### src/verilog/roc_pkg.sv
// Constants, field layouts and carrier types for the oscillator control block
package roc_pkg;
   // Register indices; byte address is four times the index
   localparam logic [5:0] OSC_CTRL_IDX = 6'h05;
   localparam logic [5:0] OSC_CFG_IDX = 6'h06;
   localparam logic [5:0] PIN_CFG_IDX = 6'h07;
   localparam logic [5:0] IRQ_STAT_IDX = 6'h08;
   localparam logic [5:0] IRQ_CLR_IDX = 6'h09;
   localparam logic [5:0] IRQ_EN_IDX = 6'h0A;
   // Field positions, oscillator control
   localparam int CTRL_GAIN_BIT = 7;
   localparam int CTRL_MODE_BIT = 6;
   localparam int CTRL_BIAS_BIT = 5;
   localparam int CTRL_VALID_BIT = 4;
   localparam int CTRL_LFO_BIT = 3;
   // Field positions, oscillator configuration
   localparam int CFG_STEP_BIT = 7;
   localparam int CFG_READY_BIT = 6;
   // Field positions, pin configuration
   localparam int PIN_SHORT_BIT = 7;
   // Interrupt event bits
   localparam int EV_CAP_READY = 0;
   localparam int EV_AMP_UP = 1;
   localparam int EV_AMP_LOST = 2;
   localparam int EV_W = 3;
   // Values after reset
   localparam logic [3:0] LOAD_CAP_RESET = 4'h0;
   localparam logic [6:0] PIN_RSVD_RESET = 7'h00;
   localparam logic [EV_W-1:0] IRQ_RESET = 3'h0;
   // Stepping pace: one capacitance step per interval
   localparam int CLK_PERIOD_NS = 4;
   localparam int STEP_TIME_NS = 1000;
   localparam int STEP_CYCLES = STEP_TIME_NS / CLK_PERIOD_NS;
   localparam logic [7:0] STEP_LAST = 8'(STEP_CYCLES - 1);
   // Bus answers
   localparam logic [1:0] RESP_OKAY = 2'h0;
   localparam logic [1:0] RESP_SLVERR = 2'h2;
   // Software-visible oscillator control fields
   typedef struct packed {
      logic gainEn;
      logic crystalMode;
      logic biasDouble;
      logic lfoSel;
   } roc_ctrl_t;
   // Load capacitance configuration fields
   typedef struct packed {
      logic autoStep;
      logic [3:0] target;
   } roc_cfg_t;
   // Pending bus write
   typedef struct packed {
      logic [5:0] idx;
      logic [7:0] data;
      logic lane0;
   } roc_wr_t;
   // Decodes a byte address to a word index
   function automatic logic [5:0] wordIndex(input logic [7:0] addr);
      wordIndex = addr[7:2];
   endfunction : wordIndex
endpackage : roc_pkg

### src/verilog/roc_osc_control.sv
// Oscillator control and status registers with capacitance stepping, AXI4-Lite slave
// What this block does
// - Control bit 7 enables oscillator gain control
// - Control bit 6 picks crystal or self-oscillate
// - Control bit 5 enables bias doubling
// - Control bit 4 reads oscillation amplitude valid
// - Control bit 3 selects low-frequency oscillator, overriding
// - Control bits 2:0 read zero, ignore writes
// - Configuration bit 7 enables capacitance stepping
// - Configuration bit 6 reads target reached
// - Configuration bits 5:4 read zero, ignore writes
// - Configuration bits 3:0 hold target capacitance code
// - Pin bit 7 shorts both crystal pins
// - Registers decode at indices 05 through 0A; a write to index 08 gets SLVERR
`timescale 1ns/1ps
`default_nettype none
module roc_osc_control (
   // Clock and reset
   input wire logic clk,
   input wire logic reset,
   // AXI4-Lite write address and data
   input wire logic [7:0] awaddr,
   input wire logic awvalid,
   output logic awready,
   input wire logic [31:0] wdata,
   input wire logic [3:0] wstrb,
   input wire logic wvalid,
   output logic wready,
   // AXI4-Lite write response
   output logic [1:0] bresp,
   output logic bvalid,
   input wire logic bready,
   // AXI4-Lite read
   input wire logic [7:0] araddr,
   input wire logic arvalid,
   output logic arready,
   output logic [31:0] rdata,
   output logic [1:0] rresp,
   output logic rvalid,
   input wire logic rready,
   // Analog oscillator side
   input wire logic oscAmplitudeOk,
   output logic oscGainControlEn,
   output logic oscCrystalModeSel,
   output logic oscBiasDoubleEn,
   output logic lowfreqOscSelect,
   output logic [3:0] appliedLoadCap,
   output logic crystalPinsShort,
   // Interrupt
   output logic irq
);
   // Register state
   roc_pkg::roc_ctrl_t ctrl_reg, ctrl_next; // Oscillator control fields
   roc_pkg::roc_cfg_t cfg_reg, cfg_next; // Stepping enable and target
   logic pinShort_reg, pinShort_next; // Crystal pin short
   logic [6:0] pinRsvd_reg, pinRsvd_next; // Reserved pin bits, kept for read-back
   logic [roc_pkg::EV_W-1:0] irqStat_reg, irqStat_next; // Sticky events
   logic [roc_pkg::EV_W-1:0] irqEn_reg, irqEn_next; // Event enables
   // Oscillator side state
   logic ampMeta_reg; // First synchroniser stage, read only by the second
   logic ampSync_reg; // Amplitude level in the clock domain
   logic ampPrev_reg; // Last amplitude level, for edge events
   logic [3:0] applied_reg, applied_next; // Capacitance code actually driven
   logic [7:0] stepCnt_reg, stepCnt_next; // Step pacing divider
   logic readyPrev_reg; // Last target-reached level
   logic srcCrystal_reg, srcCrystal_next; // Effective crystal mode after override
   logic irq_reg, irq_next;
   // Bus state
   logic awHeld_reg, awHeld_next;
   logic wHeld_reg, wHeld_next;
   roc_pkg::roc_wr_t wr_reg, wr_next; // Write pending until both halves arrive
   logic bvalid_reg, bvalid_next;
   logic [1:0] bresp_reg, bresp_next;
   logic rvalid_reg, rvalid_next;
   logic [31:0] rdata_reg, rdata_next;
   logic [1:0] rresp_reg, rresp_next;
   // Decode helpers
   logic doWrite; // Both halves held, response slot free
   logic doRead; // Read address taken this cycle
   logic stepTick; // One-cycle pacing pulse
   logic capReady; // Applied code equals target
   logic [roc_pkg::EV_W-1:0] events; // Event pulses this cycle
   logic [roc_pkg::EV_W-1:0] clrMask; // Clear bits written this cycle
   logic [5:0] rdIdx;

   // Handshake outputs come straight from the holding flags
   assign awready = !awHeld_reg;
   assign wready = !wHeld_reg;
   assign arready = !rvalid_reg;
   assign bvalid = bvalid_reg;
   assign bresp = bresp_reg;
   assign rvalid = rvalid_reg;
   assign rdata = rdata_reg;
   assign rresp = rresp_reg;
   // Oscillator controls, all from flip-flops
   assign oscGainControlEn = ctrl_reg.gainEn;
   assign oscBiasDoubleEn = ctrl_reg.biasDouble;
   assign lowfreqOscSelect = ctrl_reg.lfoSel;
   assign oscCrystalModeSel = srcCrystal_reg;
   assign appliedLoadCap = applied_reg;
   assign crystalPinsShort = pinShort_reg;
   assign irq = irq_reg;

   // Amplitude detector sits in the analog domain, so synchronise it
   always_ff @(posedge clk)
   begin
      if (reset)
      begin
         ampMeta_reg <= 1'b0;
         ampSync_reg <= 1'b0;
         ampPrev_reg <= 1'b0;
         readyPrev_reg <= 1'b1;
      end
      else
      begin
         ampMeta_reg <= oscAmplitudeOk;
         ampSync_reg <= ampMeta_reg;
         ampPrev_reg <= ampSync_reg;
         readyPrev_reg <= capReady;
      end
   end

   // Bus decode and event detection
   always_comb
   begin
      doWrite = awHeld_reg && wHeld_reg && !bvalid_reg;
      doRead = arvalid && !rvalid_reg;
      rdIdx = roc_pkg::wordIndex(araddr);
      stepTick = (stepCnt_reg == roc_pkg::STEP_LAST);
      capReady = (applied_reg == cfg_reg.target);
      events = '0;
      events[roc_pkg::EV_CAP_READY] = capReady && !readyPrev_reg;
      events[roc_pkg::EV_AMP_UP] = ampSync_reg && !ampPrev_reg;
      events[roc_pkg::EV_AMP_LOST] = !ampSync_reg && ampPrev_reg;
      clrMask = '0;
      if (doWrite && wr_reg.lane0 && wr_reg.idx == roc_pkg::IRQ_CLR_IDX)
      begin
         clrMask = wr_reg.data[roc_pkg::EV_W-1:0];
      end
   end

   // Next register values: bus writes, stepping and interrupts
   always_comb
   begin
      ctrl_next = ctrl_reg;
      cfg_next = cfg_reg;
      pinShort_next = pinShort_reg;
      pinRsvd_next = pinRsvd_reg;
      irqEn_next = irqEn_reg;
      bvalid_next = bvalid_reg;
      bresp_next = bresp_reg;
      // Response is dropped once the master has taken it
      if (bvalid_reg && bready)
      begin
         bvalid_next = 1'b0;
      end
      if (doWrite)
      begin
         bvalid_next = 1'b1;
         bresp_next = roc_pkg::RESP_OKAY;
         // Byte lane 0 carries the 8-bit registers; other lanes are ignored
         if (wr_reg.lane0)
         begin
            unique case (wr_reg.idx)
               roc_pkg::OSC_CTRL_IDX:
               begin
                  // Bits 4 and 2:0 are not stored, so they cannot change
                  ctrl_next.gainEn = wr_reg.data[roc_pkg::CTRL_GAIN_BIT];
                  ctrl_next.crystalMode = wr_reg.data[roc_pkg::CTRL_MODE_BIT];
                  ctrl_next.biasDouble = wr_reg.data[roc_pkg::CTRL_BIAS_BIT];
                  ctrl_next.lfoSel = wr_reg.data[roc_pkg::CTRL_LFO_BIT];
               end
               roc_pkg::OSC_CFG_IDX:
               begin
                  cfg_next.autoStep = wr_reg.data[roc_pkg::CFG_STEP_BIT];
                  cfg_next.target = wr_reg.data[3:0];
               end
               roc_pkg::PIN_CFG_IDX:
               begin
                  pinShort_next = wr_reg.data[roc_pkg::PIN_SHORT_BIT];
                  pinRsvd_next = wr_reg.data[6:0];
               end
               roc_pkg::IRQ_CLR_IDX:
               begin
                  // Handled through clrMask
               end
               roc_pkg::IRQ_EN_IDX:
               begin
                  irqEn_next = wr_reg.data[roc_pkg::EV_W-1:0];
               end
               default:
               begin
                  bresp_next = roc_pkg::RESP_SLVERR;
               end
            endcase
         end
      end
      // Source selection: the low-frequency oscillator overrides the mode bit
      srcCrystal_next = ctrl_next.crystalMode && !ctrl_next.lfoSel;
      // Stepping walks one code per tick; with stepping off the code jumps
      stepCnt_next = stepTick ? 8'h00 : stepCnt_reg + 8'h01;
      applied_next = applied_reg;
      if (!cfg_reg.autoStep)
      begin
         applied_next = cfg_reg.target;
         stepCnt_next = 8'h00;
      end
      else if (stepTick && !capReady)
      begin
         applied_next = (applied_reg < cfg_reg.target) ? applied_reg + 4'h1 : applied_reg - 4'h1;
      end
      // A new event beats a clear landing in the same cycle
      irqStat_next = (irqStat_reg & ~clrMask) | events;
      irq_next = |(irqStat_next & irqEn_next);
   end

   // Bus capture and read answer
   always_comb
   begin
      awHeld_next = awHeld_reg;
      wHeld_next = wHeld_reg;
      wr_next = wr_reg;
      // Address and data are taken in either order and held till the write
      if (awvalid && !awHeld_reg)
      begin
         awHeld_next = 1'b1;
         wr_next.idx = roc_pkg::wordIndex(awaddr);
      end
      if (wvalid && !wHeld_reg)
      begin
         wHeld_next = 1'b1;
         wr_next.data = wdata[7:0];
         wr_next.lane0 = wstrb[0];
      end
      if (doWrite)
      begin
         awHeld_next = 1'b0;
         wHeld_next = 1'b0;
      end
      rvalid_next = rvalid_reg;
      rdata_next = rdata_reg;
      rresp_next = rresp_reg;
      if (rvalid_reg && rready)
      begin
         rvalid_next = 1'b0;
      end
      if (doRead)
      begin
         rvalid_next = 1'b1;
         rdata_next = 32'h0000_0000; // Unused and write-only bits read zero
         rresp_next = roc_pkg::RESP_OKAY;
         unique case (rdIdx)
            roc_pkg::OSC_CTRL_IDX:
            begin
               rdata_next[roc_pkg::CTRL_GAIN_BIT] = ctrl_reg.gainEn;
               rdata_next[roc_pkg::CTRL_MODE_BIT] = ctrl_reg.crystalMode;
               rdata_next[roc_pkg::CTRL_BIAS_BIT] = ctrl_reg.biasDouble;
               rdata_next[roc_pkg::CTRL_VALID_BIT] = ampSync_reg;
               rdata_next[roc_pkg::CTRL_LFO_BIT] = ctrl_reg.lfoSel;
            end
            roc_pkg::OSC_CFG_IDX:
            begin
               rdata_next[roc_pkg::CFG_STEP_BIT] = cfg_reg.autoStep;
               rdata_next[roc_pkg::CFG_READY_BIT] = capReady;
               rdata_next[3:0] = cfg_reg.target;
            end
            roc_pkg::PIN_CFG_IDX:
            begin
               rdata_next[6:0] = pinRsvd_reg; // short bit reads zero
            end
            roc_pkg::IRQ_STAT_IDX:
            begin
               rdata_next[roc_pkg::EV_W-1:0] = irqStat_reg;
            end
            roc_pkg::IRQ_CLR_IDX:
            begin
               // Write-only, reads zero
            end
            roc_pkg::IRQ_EN_IDX:
            begin
               rdata_next[roc_pkg::EV_W-1:0] = irqEn_reg;
            end
            default:
            begin
               rresp_next = roc_pkg::RESP_SLVERR;
            end
         endcase
      end
   end

   // Register every group
   always_ff @(posedge clk)
   begin
      if (reset)
      begin
         ctrl_reg <= '0;
         cfg_reg <= '{autoStep: 1'b0, target: roc_pkg::LOAD_CAP_RESET};
         pinShort_reg <= 1'b0;
         pinRsvd_reg <= roc_pkg::PIN_RSVD_RESET;
         irqStat_reg <= roc_pkg::IRQ_RESET;
         irqEn_reg <= roc_pkg::IRQ_RESET;
         applied_reg <= roc_pkg::LOAD_CAP_RESET;
         stepCnt_reg <= 8'h00;
         srcCrystal_reg <= 1'b0;
         irq_reg <= 1'b0;
         awHeld_reg <= 1'b0;
         wHeld_reg <= 1'b0;
         wr_reg <= '0;
         bvalid_reg <= 1'b0;
         bresp_reg <= roc_pkg::RESP_OKAY;
         rvalid_reg <= 1'b0;
         rdata_reg <= 32'h0000_0000;
         rresp_reg <= roc_pkg::RESP_OKAY;
      end
      else
      begin
         ctrl_reg <= ctrl_next;
         cfg_reg <= cfg_next;
         pinShort_reg <= pinShort_next;
         pinRsvd_reg <= pinRsvd_next;
         irqStat_reg <= irqStat_next;
         irqEn_reg <= irqEn_next;
         applied_reg <= applied_next;
         stepCnt_reg <= stepCnt_next;
         srcCrystal_reg <= srcCrystal_next;
         irq_reg <= irq_next;
         awHeld_reg <= awHeld_next;
         wHeld_reg <= wHeld_next;
         wr_reg <= wr_next;
         bvalid_reg <= bvalid_next;
         bresp_reg <= bresp_next;
         rvalid_reg <= rvalid_next;
         rdata_reg <= rdata_next;
         rresp_reg <= rresp_next;
      end
   end
endmodule : roc_osc_control
`default_nettype wire

### config.mk
export PLATFORM = sky130hd
export DESIGN_NAME = roc_osc_control
export DESIGN_NICKNAME = d
export VERILOG_FILES = /design/src/verilog/roc_pkg.sv /design/src/verilog/roc_osc_control.sv
export SDC_FILE = /design/constraint.sdc
export NUM_CORES = 1
export LEC_CHECK = 0
export BUFFER_PORTS_ARGS = -buffer_cell sky130_fd_sc_hd__buf_2
export CAP_MARGIN = 0
export CORE_MARGIN = 2
export CORE_UTILIZATION = 50
export CTS_BUF_LIST = sky130_fd_sc_hd__clkbuf_8
export DETAILED_ROUTE_END_ITERATION = 12
export PLACE_DENSITY = 0.9
export SKIP_CTS_REPAIR_TIMING = 1
export SYNTH_ARGS = -nofsm -noshare
export SYNTH_HDL_FRONTEND = slang
export SYNTH_SLANG_ARGS = --single-unit
export TNS_END_PERCENT = 1
### constraint.sdc
create_clock -name clk -period 6.84 [get_ports clk]
set_clock_uncertainty 0.15 [all_clocks]
set_input_delay 0.684 -clock clk [delete_from_list [all_inputs] [get_ports clk]]
set_output_delay 0.684 -clock clk [all_outputs]
set_load 0.01 [all_outputs]
==> Implementation_results.wiki <==
{| class="wikitable"
! Metric !! Value
|-
| Result of the run || finished clean
|-
| Count of distinct cell types in the synthesized netlist || 50
|-
| Type of destination of the critical path || flop
|-
| Hold Path Cell Cnt || 1
|-
| Synthesized flop and latch total || 70
|-
| WS Path Type || flop to flop
|-
| Total Neg Setup Slack || 0 ps
|-
| Critical Path Slowest Stage Cell || sky130_fd_sc_hd__dfxtp_1
|-
| RSZ-0062 raised after global routing || no
|-
| Slowest stage delay, CP || 380 ps
|-
| Layout cell share with drive strength beyond 1 || 18.4%
|-
| Worst slew pin tran || 869 ps
|-
| Number of buffers inserted during clock tree synthesis || 9
|-
| Clock latency on the worst-skew pair || 350 ps
|-
| Data required time at the worst endpoint || 6930 ps
|-
| Largest net degree at the start of global routing || 63
|-
| Area enclosed by the die boundary || 0.00726 mm2
|-
| Maximum VDD drop || 0.168 mV
|-
| Final Hold Vio Count || 0
|-
| Shortest clock period the worst path allows after layout || 2870 ps
|-
| Post-place instance area || 0.00349 mm2
|-
| CTS tree || done
|-
| Synth top area share || 42.5%
|-
| Static Leak || 0.00166 uW
|-
| Wire length of the first global-routing pass || 11.4 mm
|-
| I/O pin total || 111
|-
| Vertical extent of the die || 85.2 um
|-
| Arrival @ worst endpoint || 2960 ps
|-
| Area of the mapped netlist || 0.00330 mm2
|-
| Endpoints failing setup || 0
|-
| Buffer cell driving the clock tree root || sky130_fd_sc_hd__clkbuf_8
|-
| Hold WC Path Type || flop to flop
|-
| Number of filler instances in the final layout || 551
|-
| Number of routed nets with antenna violations || 0
|-
| Clock transition at path regs || 70 ps
|-
| GRT Total Usage || 19.8%
|-
| Worst slew slack as a fraction of its limit || 41.1%
|-
| Worst path cell trace || inv_1, ha_1, nor2b_1, o211ai_1, nand2_1, ha_1, a21o_1, a21o_1, and3_1, o21ai_0, or3b_1
|-
| # diodes || 0
|-
| GRT Residual Overflow || 0
|-
| H-Tree Depth || 3
|-
| Final period utilization || 42.0%
|-
| Drt pass-1 iters || 4
|-
| DRC violations left || 0
|-
| Final layout net count || 490
|-
| Growth of design area from synthesis to finish || 12.2%
|-
| Area of combinational cells with multiple inputs || 0.00168 mm2
|-
| Fraction of registers with async set/reset || 0%
|-
| Via-per-instance ratio || 5.42
|-
| Largest buffer count on any clock path || 2
|-
| R2r worst-path depth || 11
|-
| Total wire length || 7.01 mm
|-
| Synthesized instance count || 372
|-
| Via count of the first global-routing pass || 2497
|-
| Max-capacitance violation count || 0
|-
| Reg area || 0.00140 mm2
|-
| # port buffers || 53
|-
| Synth top cells by count || sky130_fd_sc_hd__dfxtp_1, sky130_fd_sc_hd__nor2_1, sky130_fd_sc_hd__nand2_1
|-
| Worst reg2reg path endpoint || appliedLoadCap[3]
|-
| Start point of the worst hold path || ampMeta_reg
|-
| Average wire per standard cell || 14.0 um
|-
| Cell area after layout || 0.00370 mm2
|-
| Post-detailed-placement half-perimeter wirelength || 5.08 mm
|-
| Flip-flop count of the largest register after layout || 15
|-
| Peak fanout along the critical path || 4
|-
| Total count of max-transition violations in the final report || 0
|-
| Achievable frequency || 348 MHz
|-
| Die Span X || 85.2 um
|-
| Yosys warning count || 0
|-
| Post-synth top flop || sky130_fd_sc_hd__dfxtp_1
|-
| Number of synthesized flops with an enable pin || 0
|-
| Standard-cell rows || 29
|-
| Sequential share of the synthesized area || 42.5%
|-
| Initial antenna violation count || 0
|-
| Number of clock sinks seen by CTS || 70
|-
| Core Region || 0.00635 mm2
|-
| Power density of the placed cells || 224 mW/mm2
|-
| Synth area leaders || sky130_fd_sc_hd__dfxtp_1, sky130_fd_sc_hd__mux2i_1, sky130_fd_sc_hd__buf_4
|-
| Worst min-delay path endpoint || ampSync_reg
|-
| CP startpoint kind || flop
|-
| Largest area contributor in the synthesized netlist || sky130_fd_sc_hd__dfxtp_1
|-
| Starting DRT DRC Count || 176
|-
| Vias after detailed routing || 2722
|-
| Most frequent cell after synthesis || sky130_fd_sc_hd__dfxtp_1
|-
| Routability-driven placement congestion ratio || 0.844
|-
| Initial Util || 51.9%
|-
| Worst r2r src || cfg_reg[1]
|-
| Mean Syn Cell Area || 8.86 um2
|-
| Register-to-register setup slack || 3970 ps
|}
-- through the flow --
| step | utilization, % | hold WS, ps | power (uW) | cells | setup slack [ps] |
|---|---|---|---|---|---|
| 2_1_floorplan | - | 264 | 482 | 397 | 4160 |
| 3_3_place_gp | 55.0 | 276 | 488 | 487 | 4100 |
| 3_5_place_dp | 55.0 | 281 | 491 | 487 | 3970 |
| 4_1_cts | 58.2 | 297 | 831 | 502 | 3960 |
| 5_1_grt | 58.2 | 325 | 854 | 502 | 3780 |
| 6_report | 58.2 | 292 | 829 | 502 | 3970 |
-- routing by layer --
layer | up-vias | global-route usage [%] | wire length (um)
met2 | 108 | 30.8 | 3370
li1 | 1331 | - | -
met1 | 1268 | 25.4 | 2970
met4 | 0 | 10.7 | 140
met3 | 15 | 4.96 | 527
met5 | - | 0 | 0
-- cell usage in the layout (no fill, tap or decap), types with 6 or more instances in the layout --
| master | n |
|---|---|
| sky130_fd_sc_hd__nand2_1 | 38 |
| sky130_fd_sc_hd__nand3_1 | 9 |
| sky130_fd_sc_hd__nor2b_1 | 8 |
| sky130_fd_sc_hd__buf_2 | 53 |
| sky130_fd_sc_hd__mux2i_1 | 29 |
| sky130_fd_sc_hd__a21oi_1 | 26 |
| sky130_fd_sc_hd__ha_1 | 8 |
| sky130_fd_sc_hd__inv_1 | 11 |
| sky130_fd_sc_hd__a22oi_1 | 6 |
| sky130_fd_sc_hd__clkbuf_8 | 12 |
| sky130_fd_sc_hd__dfxtp_1 | 70 |
| sky130_fd_sc_hd__conb_1 | 26 |
| sky130_fd_sc_hd__nor3_1 | 7 |
| sky130_fd_sc_hd__nor2_1 | 51 |
| sky130_fd_sc_hd__o21ai_0 | 9 |
-- worst max-delay path by stage --
stage,from,depth (start not counted),endpoint,slack [ps]
2_1_floorplan,appliedLoadCap[1],10,appliedLoadCap[3],4160
3_3_place_gp,cfg_reg[1],11,appliedLoadCap[3],4100
3_5_place_dp,cfg_reg[1],11,appliedLoadCap[3],3970
4_1_cts,cfg_reg[1],11,appliedLoadCap[3],3960
5_1_grt,cfg_reg[1],11,appliedLoadCap[3],3780
6_report,cfg_reg[1],11,appliedLoadCap[3],3970
-- kinds of logic (layout without fill, tap and decap cells) --
group                    Yosys count  after routing  share of synthesized area, %
flip-flops                        70             70                          42.5
AO/OA/AOI/OAI                     57             57                          10.5
XOR/XNOR                           5              5                          1.33
adder cells (fa/ha/maj)            9              9                          3.64
other                              1             26                         0.114
multiplexers                      31             31                          9.49
AND/OR/NAND/NOR                  147            147                          23.0
buffers and inverters             52             80                          9.38
-- worst max-delay path, delay by kind of cell (launching register included) --
| family | cells | cell delay [ps] |
|---|---|---|
| AND/OR/NAND/NOR | 4 | 840 |
| AO/OA/AOI/OAI | 4 | 740 |
| adder cells (fa/ha/maj) | 2 | 580 |
| flip-flops | 1 | 380 |
| buffers and inverters | 1 | 60 |
-- final cells by class --
class | instances | area share [%]
Multi-Input combinational cell | 275 | 45.4
Sequential cell | 70 | 37.9
Timing Repair Buffer | 54 | 7.37
Clock buffer | 12 | 4.47
Tap cell | 77 | 2.60
Clock inverter | 3 | 1.15
Inverter | 11 | 1.12
-- power by group --
group	switching, uW	internal, uW	total (uW)	leakage [uW]
registers	10.5	416	427	0.000568
clock network	150	196	345	0.000104
logic	36.0	20.5	56.6	0.000985
total	196	633	829	0.00166
Note: power is estimated with default switching activity, not from simulation.
